<file path="config.mk">
export PLATFORM = sky130hd
export DESIGN_NAME = clsd_decoder
export DESIGN_NICKNAME = d
export VERILOG_FILES = /design/src/rtl/clsd_pkg.sv /design/src/rtl/clsd_decoder.sv
export VERILOG_INCLUDE_DIRS = /design/src /design/src/rtl
export SDC_FILE = /design/constraint.sdc
export NUM_CORES = 1
export LEC_CHECK = 0
export BUFFER_PORTS_ARGS = -buffer_cell sky130_fd_sc_hd__buf_4
export CORE_MARGIN = 2
export CORE_UTILIZATION = 51
export DETAILED_ROUTE_END_ITERATION = 7
export PLACE_DENSITY = 0.87
export REMOVE_ABC_BUFFERS = 1
export SYNTH_ARGS = -nofsm -noshare
export SYNTH_HDL_FRONTEND = slang
export SYNTH_SLANG_ARGS = --single-unit
</file>
<file path="constraint.sdc">
create_clock -name clk_in -period 7.4 [get_ports clk_in]
set_input_delay 1.48 -clock clk_in [delete_from_list [all_inputs] [get_ports clk_in]]
set_output_delay 1.48 -clock clk_in [all_outputs]
set_load 0.01 [all_outputs]
</file>
<file path="src/rtl/clsd_regs.svh">
// Encoding constants for the custom load/store decoder
`ifndef CLSD_REGS_SVH
`define CLSD_REGS_SVH
// Instruction field ranges
`define CLSD_F_OPC 6:0
`define CLSD_F_RD 11:7
`define CLSD_F_F3 14:12
`define CLSD_F_RS1 19:15
`define CLSD_F_RS2 24:20
`define CLSD_F_F7 31:25
`define CLSD_F_IMMI 31:20
`define CLSD_SIGN_BIT 31
`define CLSD_IMM_SIGN 11
`define CLSD_IMM_EXT 20
// Sub-fields of funct3 and funct7
`define CLSD_F3_SZ 1:0
`define CLSD_F3_UNS 2
`define CLSD_F7_SZ 1:0
`define CLSD_F7_NOUPD 2
`define CLSD_F7_UNS 3
`define CLSD_F7_ST 4
// Major opcodes
`define CLSD_OPC_LDI 7'h0B
`define CLSD_OPC_MEM 7'h2B
// funct3 values
`define CLSD_F3_B 3'h0
`define CLSD_F3_H 3'h1
`define CLSD_F3_W 3'h2
`define CLSD_F3_RR 3'h3
`define CLSD_F3_BU 3'h4
`define CLSD_F3_HU 3'h5
// funct7 values, function field 011
`define CLSD_F7_LB_PI 7'h00
`define CLSD_F7_LBU_PI 7'h08
`define CLSD_F7_LH_PI 7'h01
`define CLSD_F7_LHU_PI 7'h09
`define CLSD_F7_LW_PI 7'h02
`define CLSD_F7_LB_RR 7'h04
`define CLSD_F7_LBU_RR 7'h0C
`define CLSD_F7_LH_RR 7'h05
`define CLSD_F7_LHU_RR 7'h0D
`define CLSD_F7_LW_RR 7'h06
`define CLSD_F7_SB_PI 7'h10
`define CLSD_F7_SH_PI 7'h11
`define CLSD_F7_SW_PI 7'h12
`define CLSD_F7_SB_RR 7'h14
`define CLSD_F7_SH_RR 7'h15
`define CLSD_F7_SW_RR 7'h16
// Byte enables and reset values
`define CLSD_BE_BYTE 4'h1
`define CLSD_BE_HALF 4'h3
`define CLSD_BE_WORD 4'hF
`define CLSD_ZERO32 32'h0000_0000
`endif

</file>
<file path="src/rtl/clsd_pkg.sv">
// Types shared by the custom load/store decoder
package clsd_pkg;
  typedef enum logic [1:0] {SZ_BYTE, SZ_HALF, SZ_WORD} clsd_size_type;
  typedef enum logic [1:0] {OFF_IMM, OFF_RS2, OFF_RS3} clsd_off_type;
  typedef enum logic [1:0] {ST_IDLE, ST_REQ, ST_WAIT} clsd_state_type;
  typedef struct packed {
    logic hit;
    logic is_store;
    logic is_elw;
    logic uns;
    logic upd;
    clsd_size_type size;
    clsd_off_type off;
    logic [31:0] imm;
  } clsd_dec_type;
endpackage

</file>
<file path="src/rtl/clsd_decoder.sv">
// Custom post-increment / register-register load-store and event-load execution unit
`timescale 1ns/100ps
`include "clsd_regs.svh"
module clsd_decoder #(
  parameter bit custom_ext_enable_param = 1'b1,
  parameter bit cluster_ext_enable_param = 1'b1
) (
  // Clock and reset
  input wire logic clk_in,
  input wire logic resetn_in,
  // Instruction from decode, with register file operands
  input wire logic instr_valid_in,
  input wire logic [31:0] instr_in,
  input wire logic [31:0] rs1_val_in,
  input wire logic [31:0] rs2_val_in,
  input wire logic [31:0] rs3_val_in,
  output logic instr_ready_out,
  output logic illegal_out,
  // Load-store unit
  output logic mem_req_out,
  output logic mem_we_out,
  output logic [31:0] mem_addr_out,
  output logic [3:0] mem_be_out,
  output logic [31:0] mem_wdata_out,
  input wire logic mem_gnt_in,
  input wire logic mem_rvalid_in,
  input wire logic [31:0] mem_rdata_in,
  // Register file write ports
  output logic rd_we_out,
  output logic [4:0] rd_addr_out,
  output logic [31:0] rd_wdata_out,
  output logic base_we_out,
  output logic [4:0] base_addr_out,
  output logic [31:0] base_wdata_out,
  // Sleep request after an event load
  output logic sleep_req_out
);

  function automatic clsd_pkg::clsd_dec_type decode(input logic [31:0] ins);
    clsd_pkg::clsd_dec_type d;
    logic [6:0] f7;
    logic [2:0] f3;
    f7 = ins[`CLSD_F_F7];
    f3 = ins[`CLSD_F_F3];
    d.hit = 1'b0;
    d.is_store = 1'b0;
    d.is_elw = 1'b0;
    d.uns = 1'b0;
    d.upd = 1'b1;
    d.size = clsd_pkg::SZ_WORD;
    d.off = clsd_pkg::OFF_IMM;
    d.imm = {{`CLSD_IMM_EXT{ins[`CLSD_SIGN_BIT]}}, ins[`CLSD_F_IMMI]};
    if (ins[`CLSD_F_OPC] == `CLSD_OPC_LDI) begin
      case (f3)
        `CLSD_F3_B, `CLSD_F3_BU, `CLSD_F3_H, `CLSD_F3_HU, `CLSD_F3_W: begin
          d.hit = 1'b1;
          d.size = clsd_pkg::clsd_size_type'(f3[`CLSD_F3_SZ]);
          d.uns = f3[`CLSD_F3_UNS];
        end
        `CLSD_F3_RR: begin
          d.hit = 1'b1;
          d.is_elw = 1'b1;
          d.upd = 1'b0;
        end
        default: d.hit = 1'b0;
      endcase
    end else if (ins[`CLSD_F_OPC] == `CLSD_OPC_MEM && f3 == `CLSD_F3_RR) begin
      case (f7)
        `CLSD_F7_LB_PI, `CLSD_F7_LBU_PI, `CLSD_F7_LH_PI, `CLSD_F7_LHU_PI, `CLSD_F7_LW_PI,
        `CLSD_F7_LB_RR, `CLSD_F7_LBU_RR, `CLSD_F7_LH_RR, `CLSD_F7_LHU_RR, `CLSD_F7_LW_RR,
        `CLSD_F7_SB_PI, `CLSD_F7_SH_PI, `CLSD_F7_SW_PI,
        `CLSD_F7_SB_RR, `CLSD_F7_SH_RR, `CLSD_F7_SW_RR: d.hit = 1'b1;
        default: d.hit = 1'b0;
      endcase
      d.size = clsd_pkg::clsd_size_type'(f7[`CLSD_F7_SZ]);
      d.uns = f7[`CLSD_F7_UNS];
      d.upd = !f7[`CLSD_F7_NOUPD];
      d.is_store = f7[`CLSD_F7_ST];
      d.off = f7[`CLSD_F7_ST] ? clsd_pkg::OFF_RS3 : clsd_pkg::OFF_RS2;
    end else if (ins[`CLSD_F_OPC] == `CLSD_OPC_MEM) begin
      // The hardware-loop group shares this opcode, so only the three store codes hit
      case (f3)
        `CLSD_F3_B, `CLSD_F3_H, `CLSD_F3_W: d.hit = 1'b1;
        default: d.hit = 1'b0;
      endcase
      d.is_store = 1'b1;
      d.size = clsd_pkg::clsd_size_type'(f3[`CLSD_F3_SZ]);
      d.imm = {{`CLSD_IMM_EXT{ins[`CLSD_SIGN_BIT]}}, ins[`CLSD_F_F7], ins[`CLSD_F_RD]};
    end
    return d;
  endfunction

  function automatic logic [3:0] lane_be(input clsd_pkg::clsd_size_type s, input logic [1:0] a);
    logic [3:0] be;
    unique case (s)
      clsd_pkg::SZ_BYTE: be = `CLSD_BE_BYTE << a;
      clsd_pkg::SZ_HALF: be = `CLSD_BE_HALF << a;
      default: be = `CLSD_BE_WORD;
    endcase
    return be;
  endfunction

  function automatic logic [31:0] load_ext(input logic [31:0] w, input logic [1:0] a,
                                           input clsd_pkg::clsd_size_type s, input logic u);
    logic [31:0] sh;
    logic [31:0] r;
    sh = w >> {a, 3'h0};
    unique case (s)
      clsd_pkg::SZ_BYTE: r = u ? {24'h000000, sh[7:0]} : {{24{sh[7]}}, sh[7:0]};
      clsd_pkg::SZ_HALF: r = u ? {16'h0000, sh[15:0]} : {{16{sh[15]}}, sh[15:0]};
      default: r = w;
    endcase
    return r;
  endfunction

  clsd_pkg::clsd_dec_type dec;
  logic accept;
  logic enabled;
  logic [31:0] offset;
  logic [31:0] sum;

  clsd_pkg::clsd_state_type state_r, state_nxt;
  logic ready_r, ready_nxt;
  logic illegal_r, illegal_nxt;
  logic req_r, req_nxt;
  logic we_r, we_nxt;
  logic [31:0] addr_r, addr_nxt;
  logic [3:0] be_r, be_nxt;
  logic [31:0] wdata_r, wdata_nxt;
  logic rd_we_r, rd_we_nxt;
  logic [4:0] rd_addr_r, rd_addr_nxt;
  logic [31:0] rd_wdata_r, rd_wdata_nxt;
  logic base_we_r, base_we_nxt;
  logic [4:0] base_addr_r, base_addr_nxt;
  logic [31:0] base_wdata_r, base_wdata_nxt;
  logic sleep_r, sleep_nxt;
  clsd_pkg::clsd_size_type size_r, size_nxt;
  logic uns_r, uns_nxt;
  logic upd_r, upd_nxt;
  logic elw_r, elw_nxt;

  always_comb begin
    dec = decode(instr_in);
    enabled = dec.is_elw ? cluster_ext_enable_param : custom_ext_enable_param;
    accept = instr_valid_in && ready_r && dec.hit;
    unique case (dec.off)
      clsd_pkg::OFF_RS2: offset = rs2_val_in;
      clsd_pkg::OFF_RS3: offset = rs3_val_in;
      default: offset = dec.imm;
    endcase
    sum = rs1_val_in + offset;
  end

  always_comb begin
    state_nxt = state_r;
    ready_nxt = (state_r == clsd_pkg::ST_IDLE) ? 1'b1 : ready_r;
    illegal_nxt = 1'b0;
    req_nxt = req_r;
    we_nxt = we_r;
    addr_nxt = addr_r;
    be_nxt = be_r;
    wdata_nxt = wdata_r;
    rd_we_nxt = 1'b0;
    rd_addr_nxt = rd_addr_r;
    rd_wdata_nxt = rd_wdata_r;
    base_we_nxt = 1'b0;
    base_addr_nxt = base_addr_r;
    base_wdata_nxt = base_wdata_r;
    sleep_nxt = 1'b0;
    size_nxt = size_r;
    uns_nxt = uns_r;
    upd_nxt = upd_r;
    elw_nxt = elw_r;
    unique case (state_r)
      clsd_pkg::ST_IDLE: begin
        if (accept && !enabled) begin
          illegal_nxt = 1'b1;
        end else if (accept) begin
          state_nxt = clsd_pkg::ST_REQ;
          ready_nxt = 1'b0;
          req_nxt = 1'b1;
          we_nxt = dec.is_store;
          addr_nxt = dec.upd ? rs1_val_in : sum;
          be_nxt = lane_be(dec.size, addr_nxt[1:0]);
          wdata_nxt = rs2_val_in << {addr_nxt[1:0], 3'h0};
          rd_addr_nxt = instr_in[`CLSD_F_RD];
          base_addr_nxt = instr_in[`CLSD_F_RS1];
          base_wdata_nxt = sum;
          size_nxt = dec.size;
          uns_nxt = dec.uns;
          upd_nxt = dec.upd;
          elw_nxt = dec.is_elw;
        end
      end
      clsd_pkg::ST_REQ: begin
        if (mem_gnt_in) begin
          req_nxt = 1'b0;
          if (we_r) begin
            // Stores are finished once the unit takes them
            state_nxt = clsd_pkg::ST_IDLE;
            ready_nxt = 1'b1;
            base_we_nxt = upd_r && base_addr_r != 5'h00;
          end else begin
            state_nxt = clsd_pkg::ST_WAIT;
          end
        end
      end
      clsd_pkg::ST_WAIT: begin
        if (mem_rvalid_in) begin
          state_nxt = clsd_pkg::ST_IDLE;
          ready_nxt = 1'b1;
          rd_we_nxt = rd_addr_r != 5'h00;
          rd_wdata_nxt = load_ext(mem_rdata_in, addr_r[1:0], size_r, uns_r);
          base_we_nxt = upd_r && base_addr_r != 5'h00;
          sleep_nxt = elw_r;
        end
      end
    endcase
  end

  always_ff @(posedge clk_in) begin
    if (!resetn_in) begin
      state_r <= clsd_pkg::ST_IDLE;
      ready_r <= 1'b0;
      illegal_r <= 1'b0;
      req_r <= 1'b0;
      we_r <= 1'b0;
      addr_r <= `CLSD_ZERO32;
      be_r <= 4'h0;
      wdata_r <= `CLSD_ZERO32;
      rd_we_r <= 1'b0;
      rd_addr_r <= 5'h00;
      rd_wdata_r <= `CLSD_ZERO32;
      base_we_r <= 1'b0;
      base_addr_r <= 5'h00;
      base_wdata_r <= `CLSD_ZERO32;
      sleep_r <= 1'b0;
      size_r <= clsd_pkg::SZ_WORD;
      uns_r <= 1'b0;
      upd_r <= 1'b0;
      elw_r <= 1'b0;
    end else begin
      state_r <= state_nxt;
      ready_r <= ready_nxt;
      illegal_r <= illegal_nxt;
      req_r <= req_nxt;
      we_r <= we_nxt;
      addr_r <= addr_nxt;
      be_r <= be_nxt;
      wdata_r <= wdata_nxt;
      rd_we_r <= rd_we_nxt;
      rd_addr_r <= rd_addr_nxt;
      rd_wdata_r <= rd_wdata_nxt;
      base_we_r <= base_we_nxt;
      base_addr_r <= base_addr_nxt;
      base_wdata_r <= base_wdata_nxt;
      sleep_r <= sleep_nxt;
      size_r <= size_nxt;
      uns_r <= uns_nxt;
      upd_r <= upd_nxt;
      elw_r <= elw_nxt;
    end
  end

  assign instr_ready_out = ready_r;
  assign illegal_out = illegal_r;
  assign mem_req_out = req_r;
  assign mem_we_out = we_r;
  assign mem_addr_out = addr_r;
  assign mem_be_out = be_r;
  assign mem_wdata_out = wdata_r;
  assign rd_we_out = rd_we_r;
  assign rd_addr_out = rd_addr_r;
  assign rd_wdata_out = rd_wdata_r;
  assign base_we_out = base_we_r;
  assign base_addr_out = base_addr_r;
  assign base_wdata_out = base_wdata_r;
  assign sleep_req_out = sleep_r;
endmodule // clsd_decoder

</file>
After elaboration in Yosys (flattened, before gate mapping)
Memories as Yosys holds them, arrays and structs flattened.
Cells that the tools add are included.
{"block": "totals", "n_memories": 1, "word_cells": 106, "latch_bits": 0, "reg_bits": 155, "rom_bits": 32, "ramBits": 0, "output_inout_bits": 149}
{"block": "op_classes", "n_mul": 0, "bitwise_logic": 0, "n_reduce_logical": 21, "n_div": 0, "addsub": 1, "eq_ne": 16, "magnitude_cmp": 0, "mux": 45, "shift": 4}
{"memory": "(no name shown)", "depth": 32, "width": 1, "rd": 1, "rd_ports_with_merged_regs": 0, "write_ports": 0, "line_no": "clsd_decoder.sv:68", "rtl": "case (f7)"}
{"op": "$pmux 32 s2", "count": 2}
{"op": "$mux 32", "count": 3}
{"op": "$mux 34", "count": 1}
{"op": "$add 32x32->32", "count": 1}
{"op": "$shl 32x5->32", "count": 1}
{"op": "$shr 32x5->16", "count": 1}
{"op": "$mux 2", "count": 12}
{"op": "$mux 1", "count": 19}
{"op": "$mux 5", "count": 2}
{"op": "$reduce_bool 5->1", "count": 2}
{"op": "$reduce_and 3->1", "count": 3}
{"op": "$eq 2x1->1 const B", "count": 4}
{"op": "$logic_not 2->1", "count": 4}
{"op": "$pmux 4 s2", "count": 1}
{"op": "$eq 7x4->1 const B", "count": 1}
{"op": "$eq 7x6->1 const B", "count": 1}
{"op": "$eq 3x2->1 const B", "count": 2}
{"op": "$eq 3x3->1 const B", "count": 2}
{"op": "$ne 2x2->1 const B", "count": 3}
{"op": "$pmux 2 s3", "count": 1}
{"op": "$reduce_or 6->1", "count": 1}
{"op": "$reduce_or 5->1", "count": 1}
{"op": "$eq 2x2->1 const B", "count": 2}
{"op": "$logic_and 1x1->1", "count": 4}
{"op": "11 further kinds", "count": 13}

Depth between registers and ports, before layout
{"block": "logic_depth", "depth_word": 10, "mapped_depth": 18}

Least setup slack after synthesis
No wires, ideal clock.
{"block": "synth_path", "path_type": "input port to flip-flop", "from": "input port instr_in[2]", "to": "register addr_r[30], in the netlist mem_addr_out[30]", "path_buffers": 1, "setup_time_ns": 0.115, "setup_slack_ns": 1.606, "t_arrival_ns": 5.680, "path_stages": 18, "cell_sequence": "nor4b_2 > nor2b_1 > nand2_1 > nor3_1 > inv_1 > ha_1 > clkbuf_1 > a221oi_1 > a21oi_1 > ha_1 > fa_1 > a21o_1 > a221oi_1 > a2111oi_2 > o211ai_1 > o2111ai_1 > xnor2_1 > a2111oi_0"}
{"block": "synth_via", "elab_chain_cells": 8, "elab_cells_between_ends": 19}
{"item": "start: declaration", "line_no": "clsd_decoder.sv:13", "rtl": "input wire logic [31:0] instr_in,"}
{"item": "$eq 7x6->1 (no source line)"}
{"item": "$logic_and 1x1->1 (no source line)"}
{"item": "$mux 2", "line_no": "clsd_decoder.sv:67", "rtl": "end else if (ins[`CLSD_F_OPC] == `CLSD_OPC_MEM && f3 == `CLSD_F3_RR) begin"}
{"item": "$mux 34", "line_no": "clsd_decoder.sv:53", "rtl": "if (ins[`CLSD_F_OPC] == `CLSD_OPC_LDI) begin"}
{"item": "$eq 2x2->1 / $eq 2x1->1 (equally long branches)", "line_no": "clsd_decoder.sv:146", "rtl": "unique case (dec.off)"}
{"item": "$pmux 32 s2", "line_no": "clsd_decoder.sv:146"}
{"item": "$add 32x32->32", "line_no": "clsd_decoder.sv:151", "rtl": "sum = rs1_val_in + offset;"}
{"item": "$mux 32", "line_no": "clsd_decoder.sv:183", "rtl": "addr_nxt = dec.upd ? rs1_val_in : sum;"}
{"item": "end signal: assignment", "line_no": "clsd_decoder.sv:228", "rtl": "addr_r <= `CLSD_ZERO32;"}
{"item": "end signal: assignment", "line_no": "clsd_decoder.sv:248", "rtl": "addr_r <= addr_nxt;"}
{"item": "end: declaration", "line_no": "clsd_decoder.sv:127", "rtl": "logic [31:0] addr_r, addr_nxt;"}
Several ways; a longest one is shown, not always the timed one.
A chain may end at the register's enable or synchronous reset.

Worst setup path after layout
Ends and elaborated chain as after synthesis.

==> run_results.csv <==
group,metric,value,unit
die,design.portCount,314,
die,die_x,138,um
logic_synthesis,synth_top_area_cell,"dfxtp_1",
detailed_routing,vias,10800,
logic_synthesis,synth_seq_cells,155,
cts,clk-insertion-delay-late,0.44,ns
sta,rsz0062_at_grt,"no",
detailed_routing,wl_per_cell,21.7,um
setup_path,start_kind,"primary input",
die,die_height,138,um
setup_path,crit_chain,"buf_4 -> nor4b_2 -> nor2b_1 -> nand2_1 -> nor3_1 -> inv_1 -> ha_1 -> a221oi_1 -> a21oi_1 -> ha_1 -> and3_1 -> a221oi_1 -> buf_4 -> a2111oi_2 -> o211ai_1 -> o2111ai_1 -> xnor2_1 -> a2111oi_0",
die,row_count,49,
setup_path,worst_setup_path_end_kind,"flip-flop",
logic_synthesis,syn_avg_cell_area,7.50,um2
cts,cts.hold.buffers_added,0,
sta,hold_ws,0.455,ns
run_status,outcome,"completed",
setup_path,arrival,6.47,ns
layout,syn_to_final_growth,32.8,%
setup_path,crit_required,7.72,ns
layout,final_nets,1688,
logic_synthesis,synth_top_area_share,33.6,%
power_and_ir_drop,power_density,177,mW/mm2
grt,grt.total_usage,37.6,%
logic_synthesis,synthDistinctLibCells,69,
logic_synthesis,synth_commonest_cells,"nand2_1, a21oi_1, dfxtp_1, nor2_1, o21ai_0",
job,drv_cap,0,
layout,utilization,68.6,%
layout,drive_gt1_share,25.7,%
sta,max_slew_margin,17.7,%
detailed_routing,first_pass_iters,5,
logic_synthesis,synth_cells,1229,
detailed_routing,ant_nets,0,
logic_synthesis,ys.flop_type,"dfxtp_1",
cts,clk_pin_slew,0.07,ns
power_and_ir_drop,ir_worst_vdd,166,uV
sta,setup_viol,0,
cts,cts_tree,"built",
sta,slew_viol_final,0,
power_and_ir_drop,p_int,0.00150,W
power_and_ir_drop,sequentialPowerShare,38.9,%
sta,finalCriticalPeriod,6.15,ns
detailed_routing,initialDrtViolationCount,1136,
cts,cts_resized,0,
sta,worst_slew_pin_slew,1.23,ns
grt,grt_pass1_wl,57.2,mm
die,dieArea,0.0192,mm2
sta,fin_setup_tns,0,ns
logic_synthesis,synth_most_common_cell,"nand2_1",
logic_synthesis,yosys_warnings,0,
power_and_ir_drop,swShare,30.9,%
place,routabilityCongestion,1.01,
logic_synthesis,ys_top_cells_by_area,"dfxtp_1, a21oi_1, nand2_1",
cts,cts_made_buffers,17,
cts,root_buffer,"clkbuf_16",
detailed_routing,wl,37.6,mm
cts,cts.sinks,155,
cts,htreeDepth,4,
setup_path,critPathLaunch,"instr_in[2]",
power_and_ir_drop,switching_power,0.000669,W
die,start_util,51.7,%
logic_synthesis,syn_area,0.00922,mm2
place,io_buffer_count,312,
setup_path,path_buf_inv,3,
min_path,hold_path_class,"flip-flop to flip-flop",
power_and_ir_drop,clock_power_share,42.1,%
sta,clock_skew,0.0106,ns
grt,grt_max_degree,91,
setup_path,r2r_start,"instr_ready_out",
setup_path,critPathTopFamily,"compound AO/OA/AOI/OAI gates",
grt,grt_pass1_vias,9843,
power_and_ir_drop,leakage,5.26,nW
layout,diodes,0,
cts,postCtsSetupBuffers,0,
logic_synthesis,synthArstFlopShare,0,%
sta,hold_violations,0,
logic_synthesis,synth_edf_count,0,
setup_path,worstPathMaxFanout,32,
setup_path,crit_slowest_cell,"ha_1",
place,dpl.hpwl,27.8,mm
detailed_routing,drc,0,
sta,max_freq,163,MHz
place,pre_cts_slack,0.954,ns
detailed_routing,viasPerCell,6.25,
logic_synthesis,ys_seq_area_share,33.6,%
power_and_ir_drop,comb_power_share,19.0,%
setup_path,worstSetupPathType,"primary input to flip-flop",
sta,fin_ws,1.25,ns
cts,clock_path_buffers,2,
sta,post-route-period-util,83.1,%
grt,overflow,0,
die,core_area,0.0178,mm2
setup_path,critPathMaxStageDelay,0.63,ns
min_path,min_from,"base_wdata_out[18]",
grt,grt_antenna_before_repair,0,
## final timing paths
path                             end  slack (ns)  cells past startpoint
setup / recovery    mem_addr_out[30]        1.25                     18
setup reg to reg    mem_addr_out[28]        4.14                      7
hold reg to reg   base_wdata_out[18]        0.46                      2
hold / removal    base_wdata_out[18]        0.46                      2
## sequential cells by signal (all words and copies together) (netlist names), 2 cells and up
name	count
base_addr_out	5
mem_wdata_out	32
size_r	2
state_r	2
mem_be_out	4
base_wdata_out	32
rd_wdata_out	32
mem_addr_out	32
rd_addr_out	5
## layout make-up
| cell class | instances | area (um2) |
|---|---|---|
| clock buffers | 18 | 439 |
| clock inverters | 14 | 170 |
| fillers | 1516 | 5600 |
| inverters | 15 | 56.3 |
| multi-input cells | 968 | 5720 |
| flip-flops and latches | 155 | 3100 |
| well taps | 229 | 287 |
| repair buffers | 329 | 2470 |
## power groups by stage
stage | combinational, W | clock, W | sequential, W
final | 0.000412 | 0.000911 | 0.000843
after global routing | 0.000438 | 0.000942 | 0.000844
after CTS | 0.000399 | 0.000910 | 0.000843
after detailed placement | 0.000396 | 0 | 0.000863
after global placement | 0.000396 | 0 | 0.000862
after floorplan | 0.000208 | 0 | 0.000864
## worst register-to-register path, cell delays in order, from the launching register on
cell and delay [ns]:
dfxtp_1 0.38, nand2_1 0.12, a211oi_1 0.55, nand2_4 0.45, buf_4 0.49, nor2_1 0.72
o2111ai_1 0.24, and2_1 0.22
## logic make-up after synthesis
family                   Yosys count  synth area share, %
buffers and inverters            106                 4.67
other                              1               0.0407
XOR/XNOR                          25                 2.37
multiplexers                      34                 3.95
flip-flops                       155                 33.6
AO/OA/AOI/OAI                    423                 28.9
adder cells (fa/ha/maj)           37                 5.10
AND/OR/NAND/NOR                  448                 21.3
## through the flow
| stage | area, um2 | total power, W | instances |
|---|---|---|---|
| 2_1_floorplan | 8850 | 0.00107 | 1138 |
| 3_3_place_gp | 11600 | 0.00126 | 1696 |
| 3_5_place_dp | 11600 | 0.00126 | 1696 |
| 4_1_cts | 12200 | 0.00215 | 1728 |
| 5_1_grt | 12200 | 0.00222 | 1728 |
| 6_report | 12200 | 0.00217 | 1728 |
## metal layers
layer / track usage, % / up-vias / wire length (um)
met2: 59.0 / 650 / 16900
li1: - / 4978 / -
met5: 0 / - / 0
met4: 12.8 / 0 / 1250
met1: 51.8 / 5078 / 15900
met3: 7.62 / 95 / 3500
## cells in the final DEF (no fill, tap or decap), types with 9 or more instances in the layout
cell       Yosys  layout
a31oi_1       10      10
o21ai_0       99      99
a21oi_1      156     156
nand3_1       33      33
buf_4          1     329
and3_1        11      11
a211oi_1      10      10
mux2i_1       27      26
ha_1          36      36
o211ai_1      13      13
o21a_1         9       9
a221oi_1      44      44
nor3_1        12      11
a22oi_1       13      13
dfxtp_1      155     155
nor2_1       155     155
nand2_1      183     182
inv_1         14      14
xnor2_1       17      17
clkbuf_16      0      17
nand4_1       10      10
Power figures use the tool's default switching activity.
